### config.mk
export PLATFORM = sky130hd
export DESIGN_NAME = flag_skip_instruction_unit
export DESIGN_NICKNAME = d
export VERILOG_FILES = /design/src/request_flag_cell.v /design/src/flag_skip_instruction_unit.v
export VERILOG_INCLUDE_DIRS = /design/src
export SDC_FILE = /design/constraint.sdc
export NUM_CORES = 1
export LEC_CHECK = 0
export ABC_CLOCK_PERIOD_IN_PS = 4080
export BUFFER_PORTS_ARGS = -buffer_cell sky130_fd_sc_hd__buf_2
export CORE_MARGIN = 4
export CORE_UTILIZATION = 38
export DETAILED_ROUTE_END_ITERATION = 10
export PLACE_DENSITY = 0.88
export SLEW_MARGIN = 20
export SYNTH_ARGS = -nofsm -noshare
export SYNTH_HDL_FRONTEND = slang
export SYNTH_SLANG_ARGS = --single-unit
export TNS_END_PERCENT = 10
### constraint.sdc
create_clock -name clk_i -period 4.08 [get_ports clk_i]
set_input_delay 1.224 -clock clk_i [delete_from_list [all_inputs] [get_ports clk_i]]
set_output_delay 1.224 -clock clk_i [all_outputs]
set_load 0.01 [all_outputs]
### src/flag_skip_map.vh
// constants for the flag skip instruction unit
`ifndef FLAG_SKIP_MAP_VH
`define FLAG_SKIP_MAP_VH

// instruction words, 10 bits
`define OPC_WIDTH            10
`define OPC_SKIP_POWERDOWN   10'h003
`define OPC_SKIP_TIMER_ONE   10'h280
`define OPC_SKIP_TIMER_TWO   10'h281

// enable bits inside interrupt_control_reg_one
`define IRQ_CTRL_WIDTH       4
`define IRQ_CTRL_RESET       4'h0
`define TIMER_ONE_EN_BIT     2
`define TIMER_TWO_EN_BIT     3

// register byte addresses
`define ADDR_WIDTH           4
`define ADDR_IRQ_CTRL        4'h0
`define ADDR_FLAG_STATUS     4'h4

// flag status fields
`define STAT_POWERDOWN_BIT   0
`define STAT_TIMER_ONE_BIT   1
`define STAT_TIMER_TWO_BIT   2
`define STAT_SKIP_BIT        3
`define NUM_TIMER_FLAGS      2

`endif

### src/request_flag_cell.v
// one sticky request flag with set-over-clear priority
`timescale 1ns/1ps
module request_flag_cell (
    // clock and reset
    input  wire clk_i,
    input  wire rst_i,
    // set and clear
    input  wire set_i,
    input  wire clear_i,
    // flag state
    output reg  flag_o
);
    always @(posedge clk_i) begin
        if (rst_i) begin
            flag_o <= 1'b0;
        // set wins so no event is lost
        end else if (set_i) begin
            flag_o <= 1'b1;
        end else if (clear_i) begin
            flag_o <= 1'b0;
        end
    end
endmodule // request_flag_cell

### src/flag_skip_instruction_unit.v
// decode and execute of the three flag skip instructions
//
// Behaviour
// - the power-down skip word is one word and one cycle and skips the next instruction when powerdown_flag is 1.
// - the timer 1 skip word, with timer_one_irq_enable 0, skips the next instruction when timer_one_request_flag is 1.
// - a timer 1 skip clears timer_one_request_flag, and a flag of 0 lets the next instruction run.
// - with timer_one_irq_enable 1 the timer 1 skip word is a no-operation that leaves the flag alone.
// - timer_one_irq_enable is bit 2 of interrupt_control_reg_one.
// - the timer 2 skip word, with timer_two_irq_enable 0, skips the next instruction when timer_two_request_flag is 1.
// - a timer 2 skip clears timer_two_request_flag, and a flag of 0 lets the next instruction run.
// - with timer_two_irq_enable 1 the timer 2 skip word is a no-operation that leaves the flag alone.
// - timer_two_irq_enable is bit 3 of interrupt_control_reg_one.
`timescale 1ns/1ps
`include "flag_skip_map.vh"
module flag_skip_instruction_unit (
    // clock and reset
    input  wire                   clk_i,
    input  wire                   rst_i,
    // instruction stream from the core
    input  wire                   instr_valid_i,
    input  wire [`OPC_WIDTH-1:0]  instr_i,
    // flag sources on the core clock
    input  wire                   powerdown_flag_i,
    input  wire                   timer_one_event_i,
    input  wire                   timer_two_event_i,
    // execute results
    output reg                    skip_o,
    output reg                    timer_one_request_flag_o,
    output reg                    timer_two_request_flag_o,
    output reg  [`IRQ_CTRL_WIDTH-1:0] interrupt_control_o,
    // wishbone slave
    input  wire                   cyc_i,
    input  wire                   stb_i,
    input  wire                   we_i,
    input  wire [`ADDR_WIDTH-1:0] adr_i,
    input  wire [3:0]             sel_i,
    input  wire [31:0]            dat_i,
    output reg  [31:0]            dat_o,
    output reg                    ack_o
);
    // skip tracker states
    localparam SKIP_IDLE = 1'b0;
    localparam SKIP_PEND = 1'b1;
    // bus slave states
    localparam BUS_IDLE  = 1'b0;
    localparam BUS_ACK   = 1'b1;

    reg  [`IRQ_CTRL_WIDTH-1:0] interrupt_control_reg_one_r;
    reg                        skip_state_r;
    reg                        skip_state_nxt;
    reg                        bus_state_r;
    reg                        bus_state_nxt;
    reg                        dec_pd;
    reg  [`NUM_TIMER_FLAGS-1:0] dec_timer;
    wire                       skip_pending;
    wire                       skip_hit;
    wire                       wb_done;
    wire [`NUM_TIMER_FLAGS-1:0] flag_q;
    wire [`NUM_TIMER_FLAGS-1:0] flag_set;
    wire [`NUM_TIMER_FLAGS-1:0] flag_clr;
    wire [`NUM_TIMER_FLAGS-1:0] enable_bit;
    wire [`NUM_TIMER_FLAGS-1:0] is_opc;
    wire [`NUM_TIMER_FLAGS-1:0] sw_clr;
    wire                       exec;
    wire                       wb_req;
    wire                       wb_wr;
    wire                       hit_pd;
    wire [`NUM_TIMER_FLAGS-1:0] hit_timer;
    reg  [31:0]                rd_nxt;

    // a skipped word is dropped, never executed
    assign skip_pending = (skip_state_r == SKIP_PEND);
    assign exec         = instr_valid_i & ~skip_pending;
    // taken in idle, completed while ack stands
    assign wb_req       = cyc_i & stb_i & (bus_state_r == BUS_IDLE);
    assign wb_done      = cyc_i & stb_i & (bus_state_r == BUS_ACK);
    // writes land on the edge the master sees ack
    assign wb_wr        = wb_done & we_i & sel_i[0];

    assign enable_bit[0] = interrupt_control_reg_one_r[`TIMER_ONE_EN_BIT];
    assign enable_bit[1] = interrupt_control_reg_one_r[`TIMER_TWO_EN_BIT];
    assign is_opc        = dec_timer;

    // opcode decode, every other word is ignored
    always @* begin
        dec_pd    = 1'b0;
        dec_timer = {`NUM_TIMER_FLAGS{1'b0}};
        case (instr_i)
            `OPC_SKIP_POWERDOWN: begin
                dec_pd = 1'b1;
            end
            `OPC_SKIP_TIMER_ONE: begin
                dec_timer[0] = 1'b1;
            end
            `OPC_SKIP_TIMER_TWO: begin
                dec_timer[1] = 1'b1;
            end
            default: begin
                dec_pd    = 1'b0;
                dec_timer = {`NUM_TIMER_FLAGS{1'b0}};
            end
        endcase
    end

    assign flag_set[0]   = timer_one_event_i;
    assign flag_set[1]   = timer_two_event_i;
    assign sw_clr[0]     = wb_wr & (adr_i == `ADDR_FLAG_STATUS) & dat_i[`STAT_TIMER_ONE_BIT];
    assign sw_clr[1]     = wb_wr & (adr_i == `ADDR_FLAG_STATUS) & dat_i[`STAT_TIMER_TWO_BIT];

    assign hit_pd   = exec & dec_pd & powerdown_flag_i;
    assign skip_hit = hit_pd | (|hit_timer);

    genvar g;
    generate
        for (g = 0; g < `NUM_TIMER_FLAGS; g = g + 1) begin : g_timer
            // skip on enabled-off and flag set
            assign hit_timer[g] = exec & is_opc[g] & ~enable_bit[g] & flag_q[g];
            assign flag_clr[g]  = hit_timer[g] | sw_clr[g];
            request_flag_cell u_flag (
                .clk_i   (clk_i),
                .rst_i   (rst_i),
                .set_i   (flag_set[g]),
                .clear_i (flag_clr[g]),
                .flag_o  (flag_q[g])
            );
        end
    endgenerate

    // skip covers exactly the next valid word
    always @* begin
        skip_state_nxt = skip_state_r;
        case (skip_state_r)
            SKIP_IDLE: begin
                if (skip_hit) begin
                    skip_state_nxt = SKIP_PEND;
                end
            end
            SKIP_PEND: begin
                // the dropped word consumes the skip
                if (instr_valid_i) begin
                    skip_state_nxt = SKIP_IDLE;
                end
            end
            default: begin
                skip_state_nxt = SKIP_IDLE;
            end
        endcase
    end

    always @(posedge clk_i) begin
        if (rst_i) begin
            skip_state_r <= SKIP_IDLE;
        end else begin
            skip_state_r <= skip_state_nxt;
        end
    end

    // register read mux
    always @* begin
        rd_nxt = 32'h0000_0000;
        case (adr_i)
            `ADDR_IRQ_CTRL: begin
                rd_nxt[`IRQ_CTRL_WIDTH-1:0] = interrupt_control_reg_one_r;
            end
            `ADDR_FLAG_STATUS: begin
                rd_nxt[`STAT_POWERDOWN_BIT] = powerdown_flag_i;
                rd_nxt[`STAT_TIMER_ONE_BIT] = flag_q[0];
                rd_nxt[`STAT_TIMER_TWO_BIT] = flag_q[1];
                rd_nxt[`STAT_SKIP_BIT]      = skip_pending;
            end
            default: begin
                rd_nxt = 32'h0000_0000;
            end
        endcase
    end

    // bus handshake, ack stands one cycle then drops
    always @* begin
        bus_state_nxt = bus_state_r;
        case (bus_state_r)
            BUS_IDLE: begin
                if (wb_req) begin
                    bus_state_nxt = BUS_ACK;
                end
            end
            BUS_ACK: begin
                // master must release before the next request
                bus_state_nxt = BUS_IDLE;
            end
            default: begin
                bus_state_nxt = BUS_IDLE;
            end
        endcase
    end

    // wishbone slave, unmapped reads zero, writes ignored
    always @(posedge clk_i) begin
        if (rst_i) begin
            bus_state_r                 <= BUS_IDLE;
            interrupt_control_reg_one_r <= `IRQ_CTRL_RESET;
            ack_o                       <= 1'b0;
            dat_o                       <= 32'h0000_0000;
        end else begin
            bus_state_r <= bus_state_nxt;
            ack_o       <= (bus_state_nxt == BUS_ACK);
            if (wb_req) begin
                dat_o <= rd_nxt;
            end
            if (wb_wr && adr_i == `ADDR_IRQ_CTRL) begin
                interrupt_control_reg_one_r <= dat_i[`IRQ_CTRL_WIDTH-1:0];
            end
        end
    end

    // registered copies for the outputs
    always @(posedge clk_i) begin
        if (rst_i) begin
            skip_o                   <= 1'b0;
            timer_one_request_flag_o <= 1'b0;
            timer_two_request_flag_o <= 1'b0;
            interrupt_control_o      <= `IRQ_CTRL_RESET;
        end else begin
            skip_o                   <= hit_pd | (|hit_timer);
            timer_one_request_flag_o <= flag_q[0];
            timer_two_request_flag_o <= flag_q[1];
            interrupt_control_o      <= interrupt_control_reg_one_r;
        end
    end
endmodule // flag_skip_instruction_unit

==> flow_summary.toml, run 1 <==
[worst_setup_path]
crit_chain = "buf_2 -> or4b_4 -> or3_1 -> o221ai_1 -> a21oi_1"
cp.arrival_ns = 2.55
cp_data_required_time_ns = 4.26
end_kind = "flop"
cpLargestDelayFamily = "simple AND/OR/NAND/NOR gates"
slowest_delay_ns = 0.55
crit_type = "input port to flop"
worst-path-buf-inv = 1
worstSetupStartpointType = "input port"
crit_fanout = 2
slowest_stage = "or4b_4"

[cells_and_area]
drive_gt1_frac = 0.338
stdcell_count = 175
n_antenna_cell = 0
fin_util = 0.455
mostFrequentLayoutCells = "39 x buf_2, 28 x conb_1, 19 x dfxtp_1"
areaGrowthSynthToFinish_pct = 14.3
fin_area_sq_um = 1120
layout_commonest_cell = "buf_2"
nNetsFinal = 205

[synthesis]
synth_async_sr_flop_share = 0
syn_inst = 105
yosys.cell_types.count = 25
synth-edff-count = 0
ys_ff_latch = 19
yosys_warnings = 0
synth_ff_type = "dfxtp_1"
yosysSeqAreaShare = 0.389
avgSynthCellArea_sq_um = 9.31
synth_area_sq_um = 977

[clocking]
cts.repair.resized = 0
cts_buffer_depth = 2
cts_root_buffer = "clkbuf_4"
clock_latency_ns = 0.31
clkTransAtPathRegs_ns = 0.11
cts_tree = "built"
postCtsHoldBufs = 0
htree_levels = 1
post_cts.repair.setup_buffers = 0
cts.sink_count = 19
cts_made_buffers = 3

[sta]
setup_violations = 0
finClkSkew_ns = 0.00920
grt_setup_unrepaired = "false"
hold_viol = 0
fin_crit_ns = 2.37
post-route-period-util = 0.582
fin_tns_setup_ns = 0
max_freq_mhz = 421
slew_headroom = 0.548
worst_pin_slew_ns = 0.671
slew_viol_final = 0

[global_route]
gr-usage-all-layers = 0.112
grt_pass1_vias = 703
grt_overflow_total = 0
antenna_found_initial = 0
grt_start_max_net_pins = 20
grt_first_pass_wirelength_mm = 2.87

[routing]
ant_nets = 0
dr.pass1.iters = 2
drc = 0
drt_iter0_markers = 20
avgRoutedWirePerCell_um = 11.5
vias = 781
drt_wl_total_mm = 2.02
via_per_inst = 4.46

[power]
power.density_nw_per_um2 = 293
p_leak_nw = 0.567
p_total_mw = 0.327
vdd_drop_max_mv = 0.182

[floorplanning]
die_area_sq_um = 3450
rows = 18
die_w_um = 58.7
ios = 99
initial_core_util = 0.398
core_area_sq_um = 2450
die_h_um = 58.7

[placement]
post_dp_cell_area_sq_um = 1090
place_inst = 171
hpwl_mm = 1.70
io_buffers = 39
gp_congestion = 0.742

[status]
status = "finished clean"

[hold_path]
hold_class = "flop to flop"

[flow_run]
cap_violations = 0
-- synth_stat cells (2+ instances only) --
cell / n / area (sq um)
a21oi_1: 2 / 10.0
dfxtp_1: 19 / 380
mux2_2: 4 / 45.0
buf_4: 29 / 218
o221ai_1: 2 / 17.5
nor4_1: 2 / 12.5
a22oi_1: 4 / 30.0
inv_1: 5 / 18.8
nor2b_1: 6 / 37.5
nand3b_1: 2 / 15.0
nand4_1: 2 / 12.5
mux2i_1: 4 / 40.0
nor2_1: 12 / 45.0
-- cell type report --
type / instances / area [sq um]
clock buffers: 3 / 22.5
clock inverters: 1 / 5.00
multi-input cells: 78 / 458
well taps: 30 / 37.5
fillers: 254 / 1340
flip-flops and latches: 19 / 380
inverters: 5 / 18.8
repair buffers: 39 / 195
-- final timing paths --
kind	startpoint	end	slack (ns)	cells past startpoint
hold reg to reg	interrupt_control_reg_one_r[1]$_SDFFE_PP0P_	interrupt_control_o[1]$_SDFF_PP0_	0.49	1
setup / recovery	adr_i[3]	g_timer[1].u_flag.flag_o$_SDFFE_PP0P_	1.71	5
setup reg to reg	bus_state_r$_SDFF_PP0_	dat_o[0]$_SDFFE_PP0P_	2.56	4
hold / removal	interrupt_control_reg_one_r[1]$_SDFFE_PP0P_	interrupt_control_o[1]$_SDFF_PP0_	0.49	1
-- where the power goes --
part | internal (mW) | leakage [nW] | switching (mW)
Clock | 0.0366 | 0.0177 | 0.0571
Sequential | 0.188 | 0.154 | 0.00178
Combinational | 0.0162 | 0.396 | 0.0274
-- sequential cells by signal, summed over array words and instances, names as in the netlist --
signal and flops:
dat_o 4, interrupt_control_reg_one_r 4, bus_state_r 1, timer_one_request_flag_o 1
timer_two_request_flag_o 1, interrupt_control_o 4, skip_pending 1, skip_o 1
g_timer.u_flag.flag_o 2
-- metrics by stage --
step / hold WS (ns) / setup slack [ns]
final: 0.488 / 1.71
after floorplan: 0.444 / 1.58
after global placement: 0.469 / 1.38
after global routing: 0.514 / 1.66
after CTS: 0.488 / 1.71
after detailed placement: 0.473 / 1.38
-- routing by layer --
metal  up-vias  track usage  part of all wire
li1        379            -                 -
met1       353        0.107              0.34
met2        44        0.209              0.50
met3         5       0.0241              0.13
met4         0       0.0777             0.025
met5         -            0                 0
-- logic make-up (layout without fill, tap and decap cells) --
logic type	Yosys count	in the layout	share of synthesized area
AOI/OAI and AO/OA	10	10	0.0756
buffers and inverters	35	48	0.246
DFF	19	19	0.389
and+or+nand+nor	32	32	0.198
other	1	28	0.00384
muxes	8	8	0.0871
No activity file was read; power rests on OpenSTA's default activity.
==> inputs of run 2 (changes only) <==
ABC_CLOCK_PERIOD_IN_PS = 2100   (was 4080)
CORE_ASPECT_RATIO = 2   (was default)
CORE_UTILIZATION = 31   (was 38)
PLACE_DENSITY = 0.77   (was 0.88)
clock period = 2.1 ns   (was 4.08 ns; I/O delays follow)
==> flow_summary.toml, run 2 (synthesized netlist as in run 1, its figures left out) <==
[clocking]
post_cts.repair.setup_buffers = 0
cts_root_buffer = "clkbuf_8"
cts.repair.resized = 0
cts.sink_count = 19
postCtsHoldBufs = 0
cts_tree = "built"
htree_levels = 1
cts_made_buffers = 3
clock_latency_ns = 0.24
cts_buffer_depth = 2
clkTransAtPathRegs_ns = 0.07

[routing]
drt_wl_total_mm = 1.99
dr.pass1.iters = 4
drt_iter0_markers = 11
avgRoutedWirePerCell_um = 11.3
drc = 0
ant_nets = 0
via_per_inst = 4.44
vias = 781

[cells_and_area]
reg_top3 = "dat_o x4, interrupt_control_o x4, interrupt_control_reg_one_r x4"
areaGrowthSynthToFinish_pct = 16.9
mostFrequentLayoutCells = "39 x buf_2, 28 x conb_1, 19 x dfxtp_1"
stdcell_count = 176
nNetsFinal = 206
n_antenna_cell = 0
layout_commonest_cell = "buf_2"
drive_gt1_frac = 0.336

[worst_setup_path]
cp.arrival_ns = 1.98
worst-path-buf-inv = 1
timing.rr.start = "bus_state_r$_SDFF_PP0_"
crit_chain = "buf_2 -> or4b_4 -> or3_1 -> o221ai_1 -> a21oi_1"
cpLargestDelayFamily = "simple AND/OR/NAND/NOR gates"
crit_type = "input port to flop"
cp-startpoint = "adr_i[3]"
worstSetupStartpointType = "input port"
crit_fanout = 2
end_kind = "flop"
cp_data_required_time_ns = 2.22
slowest_stage = "or4b_4"
slowest_delay_ns = 0.56

[hold_path]
hold_class = "flop to flop"
min_from = "interrupt_control_reg_one_r[0]$_SDFFE_PP0P_"

[sta]
max_freq_mhz = 538
finClkSkew_ns = 0.00136
fin_tns_setup_ns = 0
grt_setup_unrepaired = "false"
hold_viol = 0
fin_crit_ns = 1.86
slew_viol_final = 0
post-route-period-util = 0.884
setup_violations = 0

[global_route]
grt_first_pass_wirelength_mm = 3.00
antenna_found_initial = 0
grt_overflow_total = 0
gr-usage-all-layers = 0.0978
grt_start_max_net_pins = 20
grt_pass1_vias = 734

[floorplanning]
die_w_um = 47.7
rows = 28
die_h_um = 87.4
die_area_sq_um = 4170
initial_core_util = 0.324
core_area_sq_um = 3010
ios = 99

[power]
p_leak_nw = 0.578
vdd_drop_max_mv = 0.393
power.density_nw_per_um2 = 608

[placement]
place_inst = 172
hpwl_mm = 1.65
io_buffers = 39
gp_congestion = 0.785

[flow_run]
cap_violations = 0

[status]
status = "finished clean"
## run 2: changes by cell type in the layout (fill, tap and decap cells not counted), sizes merged
cell	before	now
buf	39	40
clkbuf	3	4
clkinv	1	0
## run 2: final timing paths
check | end | cells after the start | slack [ns]
max | g_timer[1].u_flag.flag_o$_SDFFE_PP0P_ | 5 | 0.24
min | interrupt_control_o[0]$_SDFF_PP0_ | 1 | 0.49
min reg2reg | interrupt_control_o[0]$_SDFF_PP0_ | 1 | 0.49
max reg2reg | g_timer[1].u_flag.flag_o$_SDFFE_PP0P_ | 4 | 0.79
## run 2: cell type report
type,count,area [sq um]
fill,323,1870
inverter,5,18.8
sequential,19,380
tap,30,37.5
timing repair buffer,40,203
multi-input combinational,78,458
clock buffer,4,45.0
## run 2: metal layers
metal / part of all wire / vias to the layer above / wire [um] / global-route usage
li1: - / 383 / - / -
met1: 0.33 / 339 / 649 / 0.0922
met2: 0.49 / 55 / 968 / 0.175
met3: 0.16 / 4 / 321 / 0.0311
met4: 0.026 / 0 / 51 / 0.0466
met5: 0 / - / 0 / 0
## run 2: power breakdown
group          switching (mW)  internal, mW  leakage (nW)
logic                  0.0522        0.0317         0.401
registers             0.00368         0.366         0.154
clock network           0.106         0.134        0.0228
total                   0.162         0.532         0.578
## run 2: stage by stage
step                setup slack, ns  hold slack [ns]  power [mW]  utilization  cell area, sq um
detailed placement          -0.0223            0.478       0.461        0.364              1100
global placement            -0.0107            0.468       0.460        0.364              1100
global route                  0.181            0.504       0.729        0.379              1140
floorplan                     0.192            0.444       0.463            -              1080
CTS                           0.242            0.496       0.706        0.379              1140
finish                        0.243            0.485       0.694        0.379              1140
==> inputs of run 3 (changes only) <==
ABC_CLOCK_PERIOD_IN_PS = default   (was 2100)
CORE_ASPECT_RATIO = 0.7   (was 2)
==> flow_summary.toml, run 3 (synthesized netlist as in run 1, its figures left out) <==
[cells_and_area]
areaGrowthSynthToFinish_pct = 17.8
reg_top3 = "dat_o x4, interrupt_control_o x4, interrupt_control_reg_one_r x4"
drive_gt1_frac = 0.342
fin_util = 0.397
nNetsFinal = 206
mostFrequentLayoutCells = "39 x buf_2, 28 x conb_1, 19 x dfxtp_1"
layout_commonest_cell = "buf_2"
fill_cells = 313
fin_area_sq_um = 1150
n_antenna_cell = 0

[worst_setup_path]
cp_data_required_time_ns = 2.24
slowest_delay_ns = 0.56
crit_chain = "buf_2 -> or4b_4 -> or3_1 -> o221ai_1 -> a21oi_1"
rr_worst_depth = 4
slowest_stage = "or4b_4"
crit_fanout = 2
cp.arrival_ns = 1.97
crit_type = "input port to flop"
end_kind = "flop"
worstSetupStartpointType = "input port"

[clocking]
cts_root_buffer = "clkbuf_8"
clkTransAtPathRegs_ns = 0.07
cts.sink_count = 19
post_cts.repair.setup_buffers = 0
htree_levels = 1
cts_tree = "built"
postCtsHoldBufs = 0
clock_latency_ns = 0.26
cts_buffer_depth = 2
cts_made_buffers = 3
cts.repair.resized = 0

[routing]
dr.pass1.iters = 4
drt_iter0_markers = 14
drc = 0
vias = 751
avgRoutedWirePerCell_um = 11.4
ant_nets = 0
via_per_inst = 4.13
drt_wl_total_mm = 2.07

[floorplanning]
core_area_sq_um = 2900
rows = 16
die_w_um = 75.1
die_area_sq_um = 4130
die_h_um = 55.0
initial_core_util = 0.337
ios = 99

[flow_run]
cap_violations = 0

[power]
vdd_drop_max_mv = 0.241
p_total_mw = 0.708
power.density_nw_per_um2 = 615
p_leak_nw = 0.581

[placement]
hpwl_mm = 1.69
gp_congestion = 0.827
dp_slack_ns = 0.000176
post_dp_cell_area_sq_um = 1100
io_buffers = 39

[sta]
fin_crit_ns = 1.83
hold_viol = 0
slew_viol_final = 0
setup_ws_ns = 0.271
fin_tns_setup_ns = 0
post-route-period-util = 0.871
grt_setup_unrepaired = "false"
finClkSkew_ns = 0.00293
max_freq_mhz = 547
setup_violations = 0

[status]
status = "finished clean"

[global_route]
grt_overflow_total = 0
grt_pass1_vias = 621
grt_start_max_net_pins = 20
gr-usage-all-layers = 0.0921
grt_first_pass_wirelength_mm = 2.73
antenna_found_initial = 0

[hold_path]
hold_class = "flop to flop"
holdPathStages = 1
run 3: cell count changes in the layout (fill, tap and decap cells not counted):
| cell | before | now |
|---|---|---|
| clkinv_2 | 0 | 1 |
| clkbuf_1 | 1 | 0 |
run 3: layout make-up:
type,count,area (sq um),area share
multi-input cells,78,458,0.398
flip-flops and latches,19,380,0.330
repair buffers,40,203,0.176
well taps,36,45.0,0.0391
clock buffers,3,41.3,0.0359
inverters,5,18.8,0.0163
clock inverters,1,5.00,0.00435
run 3: worst paths after layout:
path | slack, ns | end | start
min | 0.47 | interrupt_control_o[0]$_SDFF_PP0_ | interrupt_control_reg_one_r[0]$_SDFFE_PP0P_
max reg2reg | 0.75 | skip_pending$_SDFF_PP0_ | skip_pending$_SDFF_PP0_
min reg2reg | 0.47 | interrupt_control_o[0]$_SDFF_PP0_ | interrupt_control_reg_one_r[0]$_SDFFE_PP0P_
max | 0.27 | g_timer[1].u_flag.flag_o$_SDFFE_PP0P_ | adr_i[3]
run 3: worst max-delay path: cells and delay by family:
| family | cells | cell delay (ns) |
|---|---|---|
| buffers and inverters | 1 | 0.10 |
| AOI/OAI and AO/OA | 2 | 0.28 |
| and+or+nand+nor | 2 | 0.96 |
run 3: report_power, final:
part           internal, mW  switching [mW]  total [mW]  leakage, nW
combinational        0.0318          0.0531      0.0849        0.401
sequential            0.366         0.00379       0.370        0.154
clock                 0.132           0.122       0.254       0.0255
total                 0.530           0.179       0.708        0.581
run 3: routing by layer:
layer  share of wire  global-route usage  vias up  routed length, um
li1                -                   -      387                  -
met1            0.44               0.110      330                908
met2            0.44               0.142       34                914
met3            0.12              0.0632        0                243
met5               0                   0        -                  0
met4               0             0.00888        0                  0
run 3: stage by stage:
step	hold slack (ns)	std cells
4_1_cts	0.476	182
3_3_place_gp	0.466	178
2_1_floorplan	0.444	132
3_5_place_dp	0.467	178
5_1_grt	0.502	182
6_report	0.474	182
